===== src/core/ipcb_defs.svh =====
// Register offsets, field positions, reset values and write masks of the priority bank.
`ifndef IPCB_DEFS_SVH
`define IPCB_DEFS_SVH

// ----------------------------------------------------------------------------
// Register indexes (byte address is four times the index)
// ----------------------------------------------------------------------------
`define IPCB_IDX_PRIO0        6'h00
`define IPCB_IDX_PRIO1        6'h01
`define IPCB_IDX_PRIO2        6'h02
`define IPCB_IDX_PRIO3        6'h03
`define IPCB_IDX_PRIO4        6'h04
`define IPCB_IDX_VBASE        6'h05
`define IPCB_IDX_FMATCH0      6'h06
`define IPCB_IDX_FVLOW0       6'h07
`define IPCB_IDX_FVHIGH0      6'h08
`define IPCB_IDX_FMATCH1      6'h09
`define IPCB_IDX_FVLOW1       6'h0a
`define IPCB_IDX_FVHIGH1      6'h0b
`define IPCB_IDX_PEND0        6'h0c
`define IPCB_IDX_PEND1        6'h0d
`define IPCB_IDX_PEND2        6'h0e
`define IPCB_IDX_INTERRUPT_CONTROL        6'h12
`define IPCB_IDX_EVSTAT       6'h13
`define IPCB_IDX_EVMASK       6'h14
`define IPCB_NUM_RW           12

// ----------------------------------------------------------------------------
// Writable bits; reserved bits read zero and ignore writes
// ----------------------------------------------------------------------------
`define IPCB_WMASK_PRIO0      16'hc3ff
`define IPCB_WMASK_PRIO1      16'hfcff
`define IPCB_WMASK_PRIO2      16'hf3ff
`define IPCB_WMASK_PRIO3      16'hfff0
`define IPCB_WMASK_PRIO4      16'h00ff
`define IPCB_WMASK_FULL       16'hffff
`define IPCB_RESET_VAL        16'h0000

// ----------------------------------------------------------------------------
// Field positions
// ----------------------------------------------------------------------------
`define IPCB_FLD_DISABLED     2'b00
`define IPCB_NUM_DEBUG        5
`define IPCB_INTERRUPT_CONTROL_WAKE_EN    5
`define IPCB_EV_REQ           0
`define IPCB_EV_FAST          1
`define IPCB_EV_WAKE          2
`define IPCB_EV_BITS          3

`endif


===== src/core/ipcb_pkg.sv =====
// Types shared by the priority bank modules.
package ipcb_pkg;
  typedef logic [1:0] ipcb_level_t;
  typedef logic [6:0] ipcb_vec_t;
  typedef enum logic [0:0] {
    IPCB_WR_IDLE = 1'b0,
    IPCB_WR_RESP = 1'b1
  } ipcb_wr_e;
endpackage : ipcb_pkg


===== src/core/ipcb_arb_if.sv =====
// Interface between the register bank and the arbitration core.
`timescale 1ns/1ns
interface ipcb_arb_if #(parameter int NSRC = 30);
  logic [NSRC-1:0]   req;
  logic [2*NSRC-1:0] fields;
  logic [15:0]       vbase;
  logic [15:0]       fmatch0;
  logic [15:0]       fmatch1;
  logic [15:0]       fvlow0;
  logic [15:0]       fvhigh0;
  logic [15:0]       fvlow1;
  logic [15:0]       fvhigh1;
  logic [NSRC-1:0]   enabled;
  logic              hit;
  logic [1:0]        level;
  logic [6:0]        vec_num;
  logic [22:0]       vec_addr;
  logic              fast;
  modport bank (output req, fields, vbase, fmatch0, fmatch1, fvlow0, fvhigh0, fvlow1,
                fvhigh1, input enabled, hit, level, vec_num, vec_addr, fast);
  modport arb  (input req, fields, vbase, fmatch0, fmatch1, fvlow0, fvhigh0, fvlow1,
                fvhigh1, output enabled, hit, level, vec_num, vec_addr, fast);
endinterface : ipcb_arb_if


===== src/core/ipcb_arbiter.sv =====
// Combinational level decode, priority encode and vector selection.
`timescale 1ns/1ns
`include "ipcb_defs.svh"
module ipcb_arbiter import ipcb_pkg::*; #(
  parameter int        NSRC    = 30,
  parameter logic [6:0] VEC_OFS = 7'h00
) (
  ipcb_arb_if.arb a
);

  // Returns {enabled, level}; debug fields sit one level higher than peripheral ones.
  function automatic logic [2:0] decode_field(input logic [1:0] fld, input logic dbg);
    logic [1:0] lvl;
    lvl = fld - 2'd1;
    if (dbg) begin
      lvl = fld;
    end
    decode_field = {fld != `IPCB_FLD_DISABLED, lvl};
  endfunction : decode_field

  logic [1:0]  best_lvl;
  logic        best_hit;
  logic [6:0]  best_src;
  logic [2:0]  dec;
  logic        match0;
  logic        match1;
  logic [6:0]  win_vec;

  always_comb begin
    best_lvl  = 2'd0;
    best_hit  = 1'b0;
    best_src  = 7'd0;
    dec       = 3'd0;
    a.enabled = '0;
    // Walking downward with >= lets the lower source number win a tie.
    for (int i = NSRC - 1; i >= 0; i--) begin
      dec = decode_field(a.fields[2*i +: 2], i < `IPCB_NUM_DEBUG);
      a.enabled[i] = dec[2];
      if (dec[2] && a.req[i] && (!best_hit || dec[1:0] >= best_lvl)) begin
        best_lvl = dec[1:0];
        best_hit = 1'b1;
        best_src = 7'(i);
      end
    end
  end

  assign win_vec   = 7'(best_src + VEC_OFS);
  assign match0    = win_vec == a.fmatch0[6:0];
  assign match1    = win_vec == a.fmatch1[6:0];
  assign a.hit     = best_hit;
  assign a.level   = best_lvl;
  assign a.vec_num = win_vec;
  assign a.fast    = best_hit && best_lvl == 2'd2 && (match0 || match1);
  assign a.vec_addr = !a.fast ? {a.vbase, win_vec} :
                      match0  ? {a.fvhigh0[6:0], a.fvlow0} :
                                {a.fvhigh1[6:0], a.fvlow1};

endmodule : ipcb_arbiter


===== src/core/ipcb_bank.sv =====
// Interrupt priority configuration bank with AXI4-Lite register access.
// Function
// - Peripheral field: 0 off, else level code-1.
// - Debug field: 0 off, else level equals code.
// - All priority fields reset to disabled.
// - Reserved priority bits read zero, ignore writes.
// - First register: low-voltage plus five debug fields.
// - Second register: ports, flash, clock-synth fields.
// - Low-voltage field uses peripheral levels, reset disabled.
// - Priority registers 0-4, vector base at 5.
// - Fast channels at offsets 6-8 and 9-B.
// - Pending words C-E, control at 12.
// - Same level: lowest source number wins.
// - Vector address is base concatenated with vector.
// - Level-2 fast match uses channel vector address.
// - Wake only for sources enabled before sleep.
`timescale 1ns/1ns
`include "ipcb_defs.svh"
module ipcb_bank import ipcb_pkg::*; #(
  parameter int         NSRC    = 30,
  parameter logic [6:0] VEC_OFS = 7'h00
) (
  input  wire logic        aclk,
  input  wire logic        aresetn,
  input  wire logic [7:0]  s_axi_awaddr,
  input  wire logic [2:0]  s_axi_awprot,
  input  wire logic        s_axi_awvalid,
  output logic             s_axi_awready,
  input  wire logic [31:0] s_axi_wdata,
  input  wire logic [3:0]  s_axi_wstrb,
  input  wire logic        s_axi_wvalid,
  output logic             s_axi_wready,
  output logic [1:0]       s_axi_bresp,
  output logic             s_axi_bvalid,
  input  wire logic        s_axi_bready,
  input  wire logic [7:0]  s_axi_araddr,
  input  wire logic [2:0]  s_axi_arprot,
  input  wire logic        s_axi_arvalid,
  output logic             s_axi_arready,
  output logic [31:0]      s_axi_rdata,
  output logic [1:0]       s_axi_rresp,
  output logic             s_axi_rvalid,
  input  wire logic        s_axi_rready,
  input  wire logic [NSRC-1:0] irq_req,
  input  wire logic        low_power_mode,
  output logic             core_irq_valid,
  output logic [1:0]       core_irq_level,
  output logic [6:0]       core_irq_vector,
  output logic [22:0]      core_vector_addr,
  output logic             core_irq_fast,
  output logic             clock_restart_req,
  output logic             irq
);

  // --------------------------------------------------------------------------
  // Helpers
  // --------------------------------------------------------------------------
  function automatic logic [15:0] wmask(input logic [5:0] idx);
    case (idx)
      `IPCB_IDX_PRIO0: wmask = `IPCB_WMASK_PRIO0;
      `IPCB_IDX_PRIO1: wmask = `IPCB_WMASK_PRIO1;
      `IPCB_IDX_PRIO2: wmask = `IPCB_WMASK_PRIO2;
      `IPCB_IDX_PRIO3: wmask = `IPCB_WMASK_PRIO3;
      `IPCB_IDX_PRIO4: wmask = `IPCB_WMASK_PRIO4;
      default:         wmask = `IPCB_WMASK_FULL;
    endcase
  endfunction : wmask

  function automatic logic [15:0] merge(input logic [15:0] old, input logic [15:0] nw,
                                        input logic [1:0] strb);
    merge = {strb[1] ? nw[15:8] : old[15:8], strb[0] ? nw[7:0] : old[7:0]};
  endfunction : merge

  // --------------------------------------------------------------------------
  // State
  // --------------------------------------------------------------------------
  ipcb_wr_e                  wr_state_q;
  logic [15:0]               regs_q [0:`IPCB_NUM_RW-1];
  logic [5:0]                aw_idx_q;
  logic                      aw_held_q;
  logic [15:0]               w_data_q;
  logic [1:0]                w_strb_q;
  logic                      w_held_q;
  logic                      bvalid_q;
  logic [1:0]                bresp_q;
  logic                      rvalid_q;
  logic [31:0]               rdata_q;
  logic [1:0]                rresp_q;
  logic [15:0]               interrupt_control_q;
  logic [`IPCB_EV_BITS-1:0]  evstat_q;
  logic [`IPCB_EV_BITS-1:0]  evmask_q;
  logic [NSRC-1:0]           snap_en_q;
  logic                      lp_prev_q;
  logic                      hit_prev_q;
  logic                      fast_prev_q;
  logic                      wake_prev_q;
  logic                      valid_q;
  logic [1:0]                level_q;
  logic [6:0]                vector_q;
  logic [22:0]               vaddr_q;
  logic                      fast_q;
  logic                      wake_q;

  ipcb_arb_if #(.NSRC(NSRC)) arb_if ();

  ipcb_arbiter #(
    .NSRC    (NSRC),
    .VEC_OFS (VEC_OFS)
  ) u_arb (
    .a (arb_if.arb)
  );

  // --------------------------------------------------------------------------
  // Field gathering: source 0..4 debug, 5 low-voltage, then ports, flash, etc.
  // --------------------------------------------------------------------------
  assign arb_if.fields  = {regs_q[4][7:0], regs_q[3][15:4], regs_q[2][15:12],
                           regs_q[2][9:0], regs_q[1][15:10], regs_q[1][7:0],
                           regs_q[0][15:14], regs_q[0][9:0]};
  assign arb_if.req     = irq_req;
  assign arb_if.vbase   = regs_q[5];
  assign arb_if.fmatch0 = regs_q[6];
  assign arb_if.fvlow0  = regs_q[7];
  assign arb_if.fvhigh0 = regs_q[8];
  assign arb_if.fmatch1 = regs_q[9];
  assign arb_if.fvlow1  = regs_q[10];
  assign arb_if.fvhigh1 = regs_q[11];

  // --------------------------------------------------------------------------
  // Write channel decode
  // --------------------------------------------------------------------------
  wire        aw_take  = s_axi_awvalid && s_axi_awready;
  wire        w_take   = s_axi_wvalid && s_axi_wready;
  wire        aw_have  = aw_held_q || aw_take;
  wire        w_have   = w_held_q || w_take;
  wire [5:0]  wr_idx   = aw_held_q ? aw_idx_q : s_axi_awaddr[7:2];
  wire [15:0] wr_data  = w_held_q ? w_data_q : s_axi_wdata[15:0];
  wire [1:0]  wr_strb  = w_held_q ? w_strb_q : s_axi_wstrb[1:0];
  wire        wr_go    = wr_state_q == IPCB_WR_IDLE && aw_have && w_have;
  wire        wr_rw    = wr_idx < 6'(`IPCB_NUM_RW);
  wire        wr_interrupt_control = wr_idx == `IPCB_IDX_INTERRUPT_CONTROL;
  wire        wr_stat  = wr_idx == `IPCB_IDX_EVSTAT;
  wire        wr_mask  = wr_idx == `IPCB_IDX_EVMASK;
  wire        wr_pend  = wr_idx >= `IPCB_IDX_PEND0 && wr_idx <= `IPCB_IDX_PEND2;
  wire        wr_ok    = wr_rw || wr_interrupt_control || wr_stat || wr_mask || wr_pend;
  wire [15:0] wr_val   = merge(16'h0000, wr_data, wr_strb);

  assign s_axi_awready = wr_state_q == IPCB_WR_IDLE && !aw_held_q;
  assign s_axi_wready  = wr_state_q == IPCB_WR_IDLE && !w_held_q;
  assign s_axi_bvalid  = bvalid_q;
  assign s_axi_bresp   = bresp_q;

  always_ff @(posedge aclk) begin
    if (!aresetn) begin
      wr_state_q <= IPCB_WR_IDLE;
      aw_held_q  <= 1'b0;
      w_held_q   <= 1'b0;
      aw_idx_q   <= 6'h00;
      w_data_q   <= 16'h0000;
      w_strb_q   <= 2'b00;
      bvalid_q   <= 1'b0;
      bresp_q    <= 2'b00;
    end else begin
      case (wr_state_q)
        IPCB_WR_IDLE: begin
          if (wr_go) begin
            wr_state_q <= IPCB_WR_RESP;
            aw_held_q  <= 1'b0;
            w_held_q   <= 1'b0;
            bvalid_q   <= 1'b1;
            bresp_q    <= wr_ok ? 2'b00 : 2'b10;
          end else begin
            if (aw_take) begin
              aw_held_q <= 1'b1;
              aw_idx_q  <= s_axi_awaddr[7:2];
            end
            if (w_take) begin
              w_held_q <= 1'b1;
              w_data_q <= s_axi_wdata[15:0];
              w_strb_q <= s_axi_wstrb[1:0];
            end
          end
        end
        IPCB_WR_RESP: begin
          if (s_axi_bready) begin
            wr_state_q <= IPCB_WR_IDLE;
            bvalid_q   <= 1'b0;
          end
        end
        default: begin
          wr_state_q <= IPCB_WR_IDLE;
        end
      endcase
    end
  end

  // --------------------------------------------------------------------------
  // Register storage
  // --------------------------------------------------------------------------
  always_ff @(posedge aclk) begin
    if (!aresetn) begin
      for (int i = 0; i < `IPCB_NUM_RW; i++) begin
        regs_q[i] <= `IPCB_RESET_VAL;
      end
      interrupt_control_q  <= `IPCB_RESET_VAL;
      evmask_q <= '0;
    end else if (wr_go) begin
      if (wr_rw) begin
        regs_q[wr_idx[3:0]] <= merge(regs_q[wr_idx[3:0]], wr_data, wr_strb)
                               & wmask(wr_idx);
      end
      if (wr_interrupt_control) begin
        interrupt_control_q[`IPCB_INTERRUPT_CONTROL_WAKE_EN] <= wr_strb[0] ? wr_data[`IPCB_INTERRUPT_CONTROL_WAKE_EN]
                                                   : interrupt_control_q[`IPCB_INTERRUPT_CONTROL_WAKE_EN];
      end
      if (wr_mask) begin
        evmask_q <= wr_val[`IPCB_EV_BITS-1:0];
      end
    end
  end

  // --------------------------------------------------------------------------
  // Read channel
  // --------------------------------------------------------------------------
  wire [5:0]  rd_idx  = s_axi_araddr[7:2];
  wire [47:0] pend    = 48'(irq_req & arb_if.enabled);
  wire [15:0] interrupt_control_rd = {10'h000, interrupt_control_q[`IPCB_INTERRUPT_CONTROL_WAKE_EN], low_power_mode,
                          clock_restart_req, core_irq_fast, core_irq_valid, 1'b0};
  wire        rd_rw   = rd_idx < 6'(`IPCB_NUM_RW);
  wire        rd_pend = rd_idx >= `IPCB_IDX_PEND0 && rd_idx <= `IPCB_IDX_PEND2;
  wire [1:0]  rd_pw   = 2'(rd_idx - `IPCB_IDX_PEND0);
  wire [15:0] rd_val  = rd_rw ? regs_q[rd_idx[3:0]] :
                        rd_pend ? pend[16*rd_pw +: 16] :
                        rd_idx == `IPCB_IDX_INTERRUPT_CONTROL  ? interrupt_control_rd :
                        rd_idx == `IPCB_IDX_EVSTAT ? 16'(evstat_q) :
                        rd_idx == `IPCB_IDX_EVMASK ? 16'(evmask_q) : 16'h0000;
  wire        rd_ok   = rd_rw || rd_pend || rd_idx == `IPCB_IDX_INTERRUPT_CONTROL ||
                        rd_idx == `IPCB_IDX_EVSTAT || rd_idx == `IPCB_IDX_EVMASK;

  assign s_axi_arready = !rvalid_q;
  assign s_axi_rvalid  = rvalid_q;
  assign s_axi_rdata   = rdata_q;
  assign s_axi_rresp   = rresp_q;

  always_ff @(posedge aclk) begin
    if (!aresetn) begin
      rvalid_q <= 1'b0;
      rdata_q  <= 32'h0000_0000;
      rresp_q  <= 2'b00;
    end else if (s_axi_arvalid && s_axi_arready) begin
      rvalid_q <= 1'b1;
      rdata_q  <= {16'h0000, rd_val};
      rresp_q  <= rd_ok ? 2'b00 : 2'b10;
    end else if (s_axi_rready) begin
      rvalid_q <= 1'b0;
    end
  end

  // --------------------------------------------------------------------------
  // Core-facing outputs and low-power wake
  // --------------------------------------------------------------------------
  // The enable snapshot is taken on entry so that a source enabled while asleep
  // cannot restart the clocks.
  wire lp_enter = low_power_mode && !lp_prev_q;
  wire wake_d   = low_power_mode && interrupt_control_q[`IPCB_INTERRUPT_CONTROL_WAKE_EN] &&
                  |(irq_req & (lp_enter ? arb_if.enabled : snap_en_q));

  always_ff @(posedge aclk) begin
    if (!aresetn) begin
      valid_q     <= 1'b0;
      level_q     <= 2'b00;
      vector_q    <= 7'h00;
      vaddr_q     <= 23'h000000;
      fast_q      <= 1'b0;
      wake_q      <= 1'b0;
      lp_prev_q   <= 1'b0;
      snap_en_q   <= '0;
    end else begin
      valid_q     <= arb_if.hit;
      level_q     <= arb_if.level;
      vector_q    <= arb_if.vec_num;
      vaddr_q     <= arb_if.vec_addr;
      fast_q      <= arb_if.fast;
      wake_q      <= wake_d;
      lp_prev_q   <= low_power_mode;
      if (lp_enter) begin
        snap_en_q <= arb_if.enabled;
      end
    end
  end

  assign core_irq_valid    = valid_q;
  assign core_irq_level    = level_q;
  assign core_irq_vector   = vector_q;
  assign core_vector_addr  = vaddr_q;
  assign core_irq_fast     = fast_q;
  assign clock_restart_req = wake_q;

  // --------------------------------------------------------------------------
  // Event status, mask and interrupt line
  // --------------------------------------------------------------------------
  wire [`IPCB_EV_BITS-1:0] ev_set = {wake_q && !wake_prev_q, fast_q && !fast_prev_q,
                                     valid_q && !hit_prev_q};
  wire [`IPCB_EV_BITS-1:0] ev_clr = (wr_go && wr_stat) ? wr_val[`IPCB_EV_BITS-1:0] : '0;

  always_ff @(posedge aclk) begin
    if (!aresetn) begin
      evstat_q    <= '0;
      hit_prev_q  <= 1'b0;
      fast_prev_q <= 1'b0;
      wake_prev_q <= 1'b0;
    end else begin
      // A new event in the clearing cycle survives the clear.
      evstat_q    <= (evstat_q & ~ev_clr) | ev_set;
      hit_prev_q  <= valid_q;
      fast_prev_q <= fast_q;
      wake_prev_q <= wake_q;
    end
  end

  assign irq = |(evstat_q & evmask_q);

endmodule : ipcb_bank


===== config.mk =====
export PLATFORM = sky130hd
export DESIGN_NAME = ipcb_bank
export DESIGN_NICKNAME = d
export VERILOG_FILES = /design/src/core/ipcb_pkg.sv /design/src/core/ipcb_arb_if.sv /design/src/core/ipcb_arbiter.sv /design/src/core/ipcb_bank.sv
export VERILOG_INCLUDE_DIRS = /design/src /design/src/core
export SDC_FILE = /design/constraint.sdc
export NUM_CORES = 1
export LEC_CHECK = 0
export BUFFER_PORTS_ARGS = -buffer_cell sky130_fd_sc_hd__buf_2
export CAP_MARGIN = 15
export CELL_PAD_IN_SITES_DETAIL_PLACEMENT = 2
export CELL_PAD_IN_SITES_GLOBAL_PLACEMENT = 2
export CORE_MARGIN = 2
export CORE_UTILIZATION = 43
export CTS_BUF_LIST = sky130_fd_sc_hd__clkbuf_16
export CTS_CLUSTER_SIZE = 20
export DETAILED_ROUTE_END_ITERATION = 16
export PLACE_DENSITY_LB_ADDON = 0.1
export SYNTH_ARGS = -nofsm -noshare
export SYNTH_HDL_FRONTEND = slang
export SYNTH_SLANG_ARGS = --single-unit

===== constraint.sdc =====
create_clock -name aclk -period 97.4 [get_ports aclk]
set_input_delay 4.87 -clock aclk [delete_from_list [all_inputs] [get_ports aclk]]
set_output_delay 4.87 -clock aclk [all_outputs]
set_load 0.02 [all_outputs]

==> results of run 1 <==
## final timing paths
| kind | startpoint | to | slack, ps | cells past startpoint |
|---|---|---|---|---|
| max | irq_req[29] | core_vector_addr[14] | 41310 | 205 |
| min | w_data_q[1] | w_data_q[1] | 460 | 2 |
| max reg2reg | regs_q[4][6] | core_vector_addr[14] | 44570 | 206 |
| min reg2reg | w_data_q[1] | w_data_q[1] | 460 | 2 |
## layout make-up
cell class | count | share of cell area, %
Clock inverter | 33 | 0.709
Timing Repair Buffer | 162 | 3.59
Antenna cell | 2 | 0.0198
Sequential cell | 377 | 40.1
Inverter | 127 | 1.89
Multi-Input combinational cell | 1622 | 45.7
Clock buffer | 47 | 4.66
Tap cell | 680 | 3.37
## critical path: cells and delay by family
kind            cells  cell delay (ps)
compound gates     93            27500
xor+xnor            1              140
fa+ha+maj          29             8010
buf+inv             9             1110
mux                 8             3450
simple gates       65            11400
## per-stage QoR
step	cells	setup slack (ps)	cell area [sq um]
after floorplan	2275	54240	22700
after global placement	2963	43080	23800
after detailed placement	2963	41690	23800
after CTS	3043	41970	25200
after global routing	3049	38520	25200
final	3050	41310	25200
## sequential cells by signal, indices dropped and copies added (netlist names), 2 cells and up
name              flops
evstat_q              3
w_strb_q              2
core_irq_vector       5
core_irq_level        2
regs_q              256
evmask_q              3
aw_idx_q              6
core_vector_addr     23
s_axi_rdata          16
snap_en_q            30
w_data_q             16
## power by group
group	switching (mW)	internal, mW
clock	0.0723	0.0871
combinational	0.132	0.0737
sequential	0.00754	0.184
## placed cells by master (no fill, tap or decap), types with 9 or more instances in the layout
master / instances
sky130_fd_sc_hd__clkinv_1: 10
sky130_fd_sc_hd__mux2_2: 36
sky130_fd_sc_hd__buf_4: 38
sky130_fd_sc_hd__nor2b_1: 19
sky130_fd_sc_hd__clkbuf_16: 47
sky130_fd_sc_hd__a21oi_1: 80
sky130_fd_sc_hd__a211oi_1: 15
sky130_fd_sc_hd__nor4_1: 10
sky130_fd_sc_hd__nor3_1: 29
sky130_fd_sc_hd__o31ai_1: 9
sky130_fd_sc_hd__nand2b_1: 55
sky130_fd_sc_hd__a221oi_1: 16
sky130_fd_sc_hd__mux4_2: 112
sky130_fd_sc_hd__and2_1: 41
sky130_fd_sc_hd__edfxtp_1: 256
sky130_fd_sc_hd__buf_2: 123
sky130_fd_sc_hd__o22ai_1: 24
sky130_fd_sc_hd__ha_1: 82
sky130_fd_sc_hd__a21o_1: 13
sky130_fd_sc_hd__dfxtp_1: 121
sky130_fd_sc_hd__nand4_1: 11
sky130_fd_sc_hd__nor2_1: 293
sky130_fd_sc_hd__o211ai_1: 17
sky130_fd_sc_hd__inv_1: 140
sky130_fd_sc_hd__a22oi_1: 11
sky130_fd_sc_hd__a31oi_1: 28
sky130_fd_sc_hd__conb_1: 104
sky130_fd_sc_hd__o2111ai_1: 10
sky130_fd_sc_hd__and3_1: 12
sky130_fd_sc_hd__nand2_1: 283
sky130_fd_sc_hd__nand3_1: 38
sky130_fd_sc_hd__o21ai_0: 80
sky130_fd_sc_hd__mux2i_1: 57
## kinds of logic (layout without fill, tap and decap cells)
| family | Yosys count | after routing |
|---|---|---|
| buffers and inverters | 276 | 369 |
| AND/OR/NAND/NOR | 835 | 835 |
| other | 1 | 106 |
| XOR/XNOR | 6 | 6 |
| multiplexers | 215 | 215 |
| AO/OA/AOI/OAI | 380 | 380 |
| adder cells (fa/ha/maj) | 82 | 82 |
| flip-flops | 377 | 377 |
## synth_stat cells (20+ instances only)
master,count,area [sq um]
sky130_fd_sc_hd__buf_4,20,150
sky130_fd_sc_hd__mux2i_1,61,611
sky130_fd_sc_hd__nand2b_1,56,350
sky130_fd_sc_hd__a21oi_1,80,400
sky130_fd_sc_hd__nand2_1,283,1060
sky130_fd_sc_hd__o22ai_1,24,150
sky130_fd_sc_hd__nor3_1,29,145
sky130_fd_sc_hd__nor2_1,293,1100
sky130_fd_sc_hd__and2_1,41,257
sky130_fd_sc_hd__nand3_1,38,190
sky130_fd_sc_hd__edfxtp_1,256,7690
sky130_fd_sc_hd__a31oi_1,28,175
sky130_fd_sc_hd__clkbuf_1,102,383
sky130_fd_sc_hd__dfxtp_1,121,2420
sky130_fd_sc_hd__ha_1,82,1030
sky130_fd_sc_hd__mux4_2,112,2520
sky130_fd_sc_hd__inv_1,126,473
sky130_fd_sc_hd__o21ai_0,81,405
sky130_fd_sc_hd__mux2_2,36,405
## routing by layer
metal | up-vias | GRT usage (%)
met5 | - | 0
met1 | 9937 | 46.6
met2 | 956 | 58.0
met4 | 2 | 14.2
li1 | 8123 | -
met3 | 217 | 6.57
==> impl_summary.log, run 1 <==
[metrics] NumNets Final: roughly 2500
[metrics] highest clock frequency the design can meet: 0.0178 GHz
[metrics] area taken by flip-flops and latches: 10100 sq um
[metrics] Core Region: a little over 50000 sq um
[metrics] number of max-slew violations in the final report: 0
[metrics] number of nets with antenna violations after detailed routing: 0
[metrics] Detail Placement HPWL: between 60000 and 70000 microns
[metrics] top fanout value on the critical path: 21
[metrics] multiplexer area fraction after synthesis: roughly 16%
[metrics] die height: 232 microns
[metrics] Worst Setup Path Type: primary input to register
[metrics] Pwr per Cell Area: between 20 and 25 nW/um^2
[metrics] Clock Sinks: 377
[metrics] wire length on met2: 45000 microns
[metrics] count of endpoints failing hold in the final timing report: 0
[metrics] Max-cap violations: 0
[metrics] last weighted congestion value of the routability-driven placer: 0.930
[metrics] antenna violations before repair: 4
[metrics] ratio of cells with drive above 1 in the final layout: 17.5%
[metrics] CP max stage cell: sky130_fd_sc_hd__a21oi_1
[metrics] Worst EP arrival: between 50000 and 60000 ps
[metrics] global route total overflow: 0
[metrics] via count of the first global-routing pass: 20200
[metrics] syn avg cell area: ~10 sq um
[metrics] area of combinational cells with multiple inputs: 11500 sq um
[metrics] Root Buffer Master: sky130_fd_sc_hd__clkbuf_16
[metrics] Vias per Instance: 6.31
[metrics] count of hold-fix buffers inserted at cts: 0
[metrics] Distinct cells, synth: 95
[metrics] area share of fa/ha/maj cells after synthesis: 4.59%
[metrics] die footprint: 53800 sq um
[metrics] Crit path top cell by count: sky130_fd_sc_hd__ha_1
[metrics] compound-gate portion of the synthesized area: 11.5%
[metrics] synthesized-area fraction occupied by xor and xnor cells: 0.235%
[metrics] number of DRC markers in iteration 0: 1927
[metrics] post-route clock skew: between 20 and 30 ps
[metrics] CP endpoint kind: register
[metrics] Port Buf Inserts: 124
[metrics] share of the yosys chip area belonging to registers: around 45%
[metrics] num rows: 83
[metrics] clock tree from TritonCTS: done
[metrics] post-CTS clock slew at the launch and capture registers of the worst setup and hold paths: approximately 60 ps
[metrics] simple-gate area share of the yosys netlist: 17.0%
[metrics] highest metal layer with signal wires: met5
[metrics] total wire length after detailed routing: 95400 microns
[metrics] final core utilization: 49.2%
[metrics] run status: completed
[metrics] Slew HR: 21.8%
[metrics] critical path startpoint category: primary input
[metrics] Finish-stage setup viols: 0
[metrics] WL per Instance: 31.3 microns
[metrics] Hold/Removal Path Class: register to register
[metrics] maximum number of pins on one net before global-route repair: 61
[metrics] leakage dissipation: 10.2 nW
[metrics] Tightest Pin Transition: 1170 ps
[metrics] H-tree lvl count: 2
[metrics] post-CTS resize count: 0
[metrics] Longest Clk Path Bufs: 3
[metrics] delay contributed by the slowest stage of the critical path: 810 ps
[metrics] post-route met1 wirelength: 38900 microns
[metrics] total length of routed met3 wires: roughly 7600 microns
[metrics] post-layout total power: 556 uW
[metrics] share of flip-flops with an asynchronous set or reset: 0%
[metrics] drc violations: 0
[metrics] top-level I/O count: approximately 170
[metrics] post-CTS setup-driven buffer insertion count: 0
[metrics] worst vdd rail ir drop: 13.8 uV
[metrics] first drt pass iteration count: 7
[metrics] area delta synth->final: 12.9%
[metrics] minimum hold slack: 464 ps
[metrics] combinational family with the most area after synthesis: simple AND/OR/NAND/NOR gates
[metrics] yosys synthesis warning count: 0
[metrics] total negative setup slack: 0 ps
[metrics] Chip Width: ~230 microns
[metrics] Mapped Cells: about 2200
[metrics] critical path required time: roughly 98000 ps
[metrics] global-route wire length before repair: 139000 microns
[metrics] Inserted Clock Buffers: 44
[metrics] starting density of the core: 43.6%
[metrics] Final Critical Period: 56090 ps
[metrics] unrepaired setup endpoints after global routing: no
[metrics] fillcell total: 5276
[metrics] total vias in the final route: approximately 19000
[metrics] Main synth FF type: sky130_fd_sc_hd__edfxtp_1
[metrics] post-synthesis sequential element count: approximately 380
[metrics] overall fraction of global-route tracks in use: 35.5%
[metrics] Clk Latency, worst-skew pair: 610 ps
[metrics] number of synthesized flops with an enable pin: 256
[metrics] fraction of the cycle the final worst path needs: 57.6%
[metrics] cell area after synthesis: 22300 sq um
Power figures use the tool's default switching activity.
==> run 2, diff against run 1 <==
--- a/config.mk
+++ b/config.mk
@@ -11,7 +11,7 @@
 export CELL_PAD_IN_SITES_DETAIL_PLACEMENT = 2
 export CELL_PAD_IN_SITES_GLOBAL_PLACEMENT = 2
 export CORE_MARGIN = 2
-export CORE_UTILIZATION = 43
+export CORE_UTILIZATION = 40
 export CTS_BUF_LIST = sky130_fd_sc_hd__clkbuf_16
 export CTS_CLUSTER_SIZE = 20
 export DETAILED_ROUTE_END_ITERATION = 16
==> constraint.sdc (replaced) <==
create_clock -name aclk -period 53.7 [get_ports aclk]
set_input_delay 2.685 -clock aclk [delete_from_list [all_inputs] [get_ports aclk]]
set_output_delay 2.685 -clock aclk [all_outputs]
set_load 0.02 [all_outputs]
==> run 2 against run 1 <==
Effect of this change:
- register-to-register slack got worse by 40000 ps
- largest power group unchanged
- wire length fell by 3.8%
- non-clock buffer count fell by 1
- worst setup slack lost 38000 ps
- sequential share of layout area fell by 0.39 points
- sequential power increased by 81%
- flip-flop and latch count unchanged
- combinational power increased by 80%
- critical endpoint is now core_vector_addr[0]
==> impl_summary.log, run 2 (synthesis gave the netlist of run 1 again) <==
[metrics] Pwr per Cell Area: 40.0 nW/um^2
[metrics] number of max-slew violations in the final report: 0
[metrics] top fanout value on the critical path: 23
[metrics] top-level I/O count: 173
[metrics] delay contributed by the slowest stage of the critical path: 580 ps
[metrics] worst vdd rail ir drop: ~24 uV
[metrics] last weighted congestion value of the routability-driven placer: 0.899
[metrics] Chip Width: ~240 microns
[metrics] H-tree lvl count: 2
[metrics] Inserted Clock Buffers: 44
[metrics] Max-cap violations: 0
[metrics] startpoint of the worst register-to-register path: regs_q[4][6]
[metrics] worst min-delay path startpoint: w_data_q[15]
[metrics] fraction of the cycle the final worst path needs: 94.3%
[metrics] commonest non-fill, non-tap cell in the layout: sky130_fd_sc_hd__nor2_1
[metrics] global route total overflow: 0
[metrics] global-route wire length before repair: 134000 microns
[metrics] post-layout total power: 1.02 mW
[metrics] Final Critical Period: 50620 ps
[metrics] Crit path top cell by count: sky130_fd_sc_hd__ha_1
[metrics] total negative setup slack: 0 ps
[metrics] Tightest Pin Transition: roughly 1200 ps
[metrics] post-CTS setup-driven buffer insertion count: 0
[metrics] die footprint: 57800 sq um
[metrics] Port Buf Inserts: 124
[metrics] clock tree from TritonCTS: done
[metrics] ratio of cells with drive above 1 in the final layout: between 10% and 20%
[metrics] total wire length after detailed routing: 91800 microns
[metrics] Slew HR: 21.0%
[metrics] num rows: 86
[metrics] count of hold-fix buffers inserted at cts: 0
[metrics] area delta synth->final: 14.0%
[metrics] number of DRC markers in iteration 0: roughly 1800
[metrics] critical path required time: 54160 ps
[metrics] post-CTS resize count: 0
[metrics] Reg with most FFs: regs_q
[metrics] Core Region: about 55000 sq um
[metrics] Hold/Removal Path Class: register to register
[metrics] leakage dissipation: 10.2 nW
[metrics] maximum number of pins on one net before global-route repair: 61
[metrics] Clk Latency, worst-skew pair: between 600 and 700 ps
[metrics] count of endpoints failing hold in the final timing report: 0
[metrics] Root Buffer Master: sky130_fd_sc_hd__clkbuf_16
[metrics] CP max stage cell: sky130_fd_sc_hd__or4b_4
[metrics] drc violations: 0
[metrics] Finish-stage setup viols: 0
[metrics] critical path startpoint category: primary input
[metrics] number of nets with antenna violations after detailed routing: 0
[metrics] post-CTS clock slew at the launch and capture registers of the worst setup and hold paths: 60 ps
[metrics] Worst Setup Path Type: primary input to register
[metrics] flip-flop count of the largest register, all copies and words added: 256
[metrics] via count of the first global-routing pass: 19700
[metrics] antenna violations before repair: 5
[metrics] Longest Clk Path Bufs: 3
[metrics] NumNets Final: ~2500
[metrics] total vias in the final route: ~19000
[metrics] most frequent cells in the layout: sky130_fd_sc_hd__nor2_1, sky130_fd_sc_hd__nand2_1, sky130_fd_sc_hd__edfxtp_1, sky130_fd_sc_hd__inv_1, sky130_fd_sc_hd__buf_2
[metrics] post-route clock skew: 36.5 ps
[metrics] unrepaired setup endpoints after global routing: no
[metrics] starting density of the core: 40.5%
[metrics] Detail Placement HPWL: between 60000 and 70000 microns
[metrics] overall fraction of global-route tracks in use: 32.0%
[metrics] die height: 240 microns
[metrics] WL per Instance: 29.4 microns
[metrics] Vias per Instance: 6.04
[metrics] CP startpoint: irq_req[29]
[metrics] run status: completed
[metrics] CP endpoint kind: register
[metrics] first drt pass iteration count: 5
[metrics] Worst EP arrival: 51080 ps
[metrics] highest clock frequency the design can meet: approximately 0.020 GHz
[metrics] Clock Sinks: between 300 and 400
[run 2: worst paths after layout]
| kind | end | slack (ps) | cells after the start |
|---|---|---|---|
| max | core_vector_addr[0] | 3080 | 205 |
| min | w_data_q[15] | 460 | 2 |
| max reg2reg | core_vector_addr[0] | 4280 | 206 |
| min reg2reg | w_data_q[15] | 460 | 2 |
[run 2: critical path, delay by kind of cell]
| family | cells | cell delay (ps) |
|---|---|---|
| adder cells (fa/ha/maj) | 29 | 7950 |
| AND/OR/NAND/NOR | 66 | 11150 |
| multiplexers | 9 | 3660 |
| buffers and inverters | 10 | 1350 |
| AO/OA/AOI/OAI | 90 | 24030 |
| XOR/XNOR | 1 | 120 |
[run 2: layer usage]
layer	track usage [%]	vias up	part of all wire (%)
met2	52.4	711	47
met3	4.11	136	6.3
met5	0	-	0.023
met4	9.43	4	2.9
li1	-	8120	-
met1	44.3	9859	44
[run 2: area by class of cell]
class / count / area [sq um]
repair buffers: 161 / 901
flip-flops and latches: 377 / 10100
well taps: 748 / 936
fillers: 5847 / 29700
multi-input cells: 1622 / 11600
clock buffers: 47 / 1180
inverters: 127 / 477
clock inverters: 34 / 277
diodes: 1 / 2.50
[run 2: per-stage QoR]
step           util [%]  setup slack [ps]  hold slack, ps  area [sq um]  std cells
3_3_place_gp       43.4              2450             440         23900       3034
2_1_floorplan         -             12730             431         22700       2275
4_1_cts            46.0              1600             461         25400       3115
3_5_place_dp       43.4              1350             453         23900       3034
5_1_grt            46.2              92.4             491         25500       3116
6_report           46.2              3080             463         25500       3117
[run 2: report_power, final]
part | internal, mW | switching, mW
sequential | 0.333 | 0.0128
clock | 0.170 | 0.134
combinational | 0.134 | 0.235
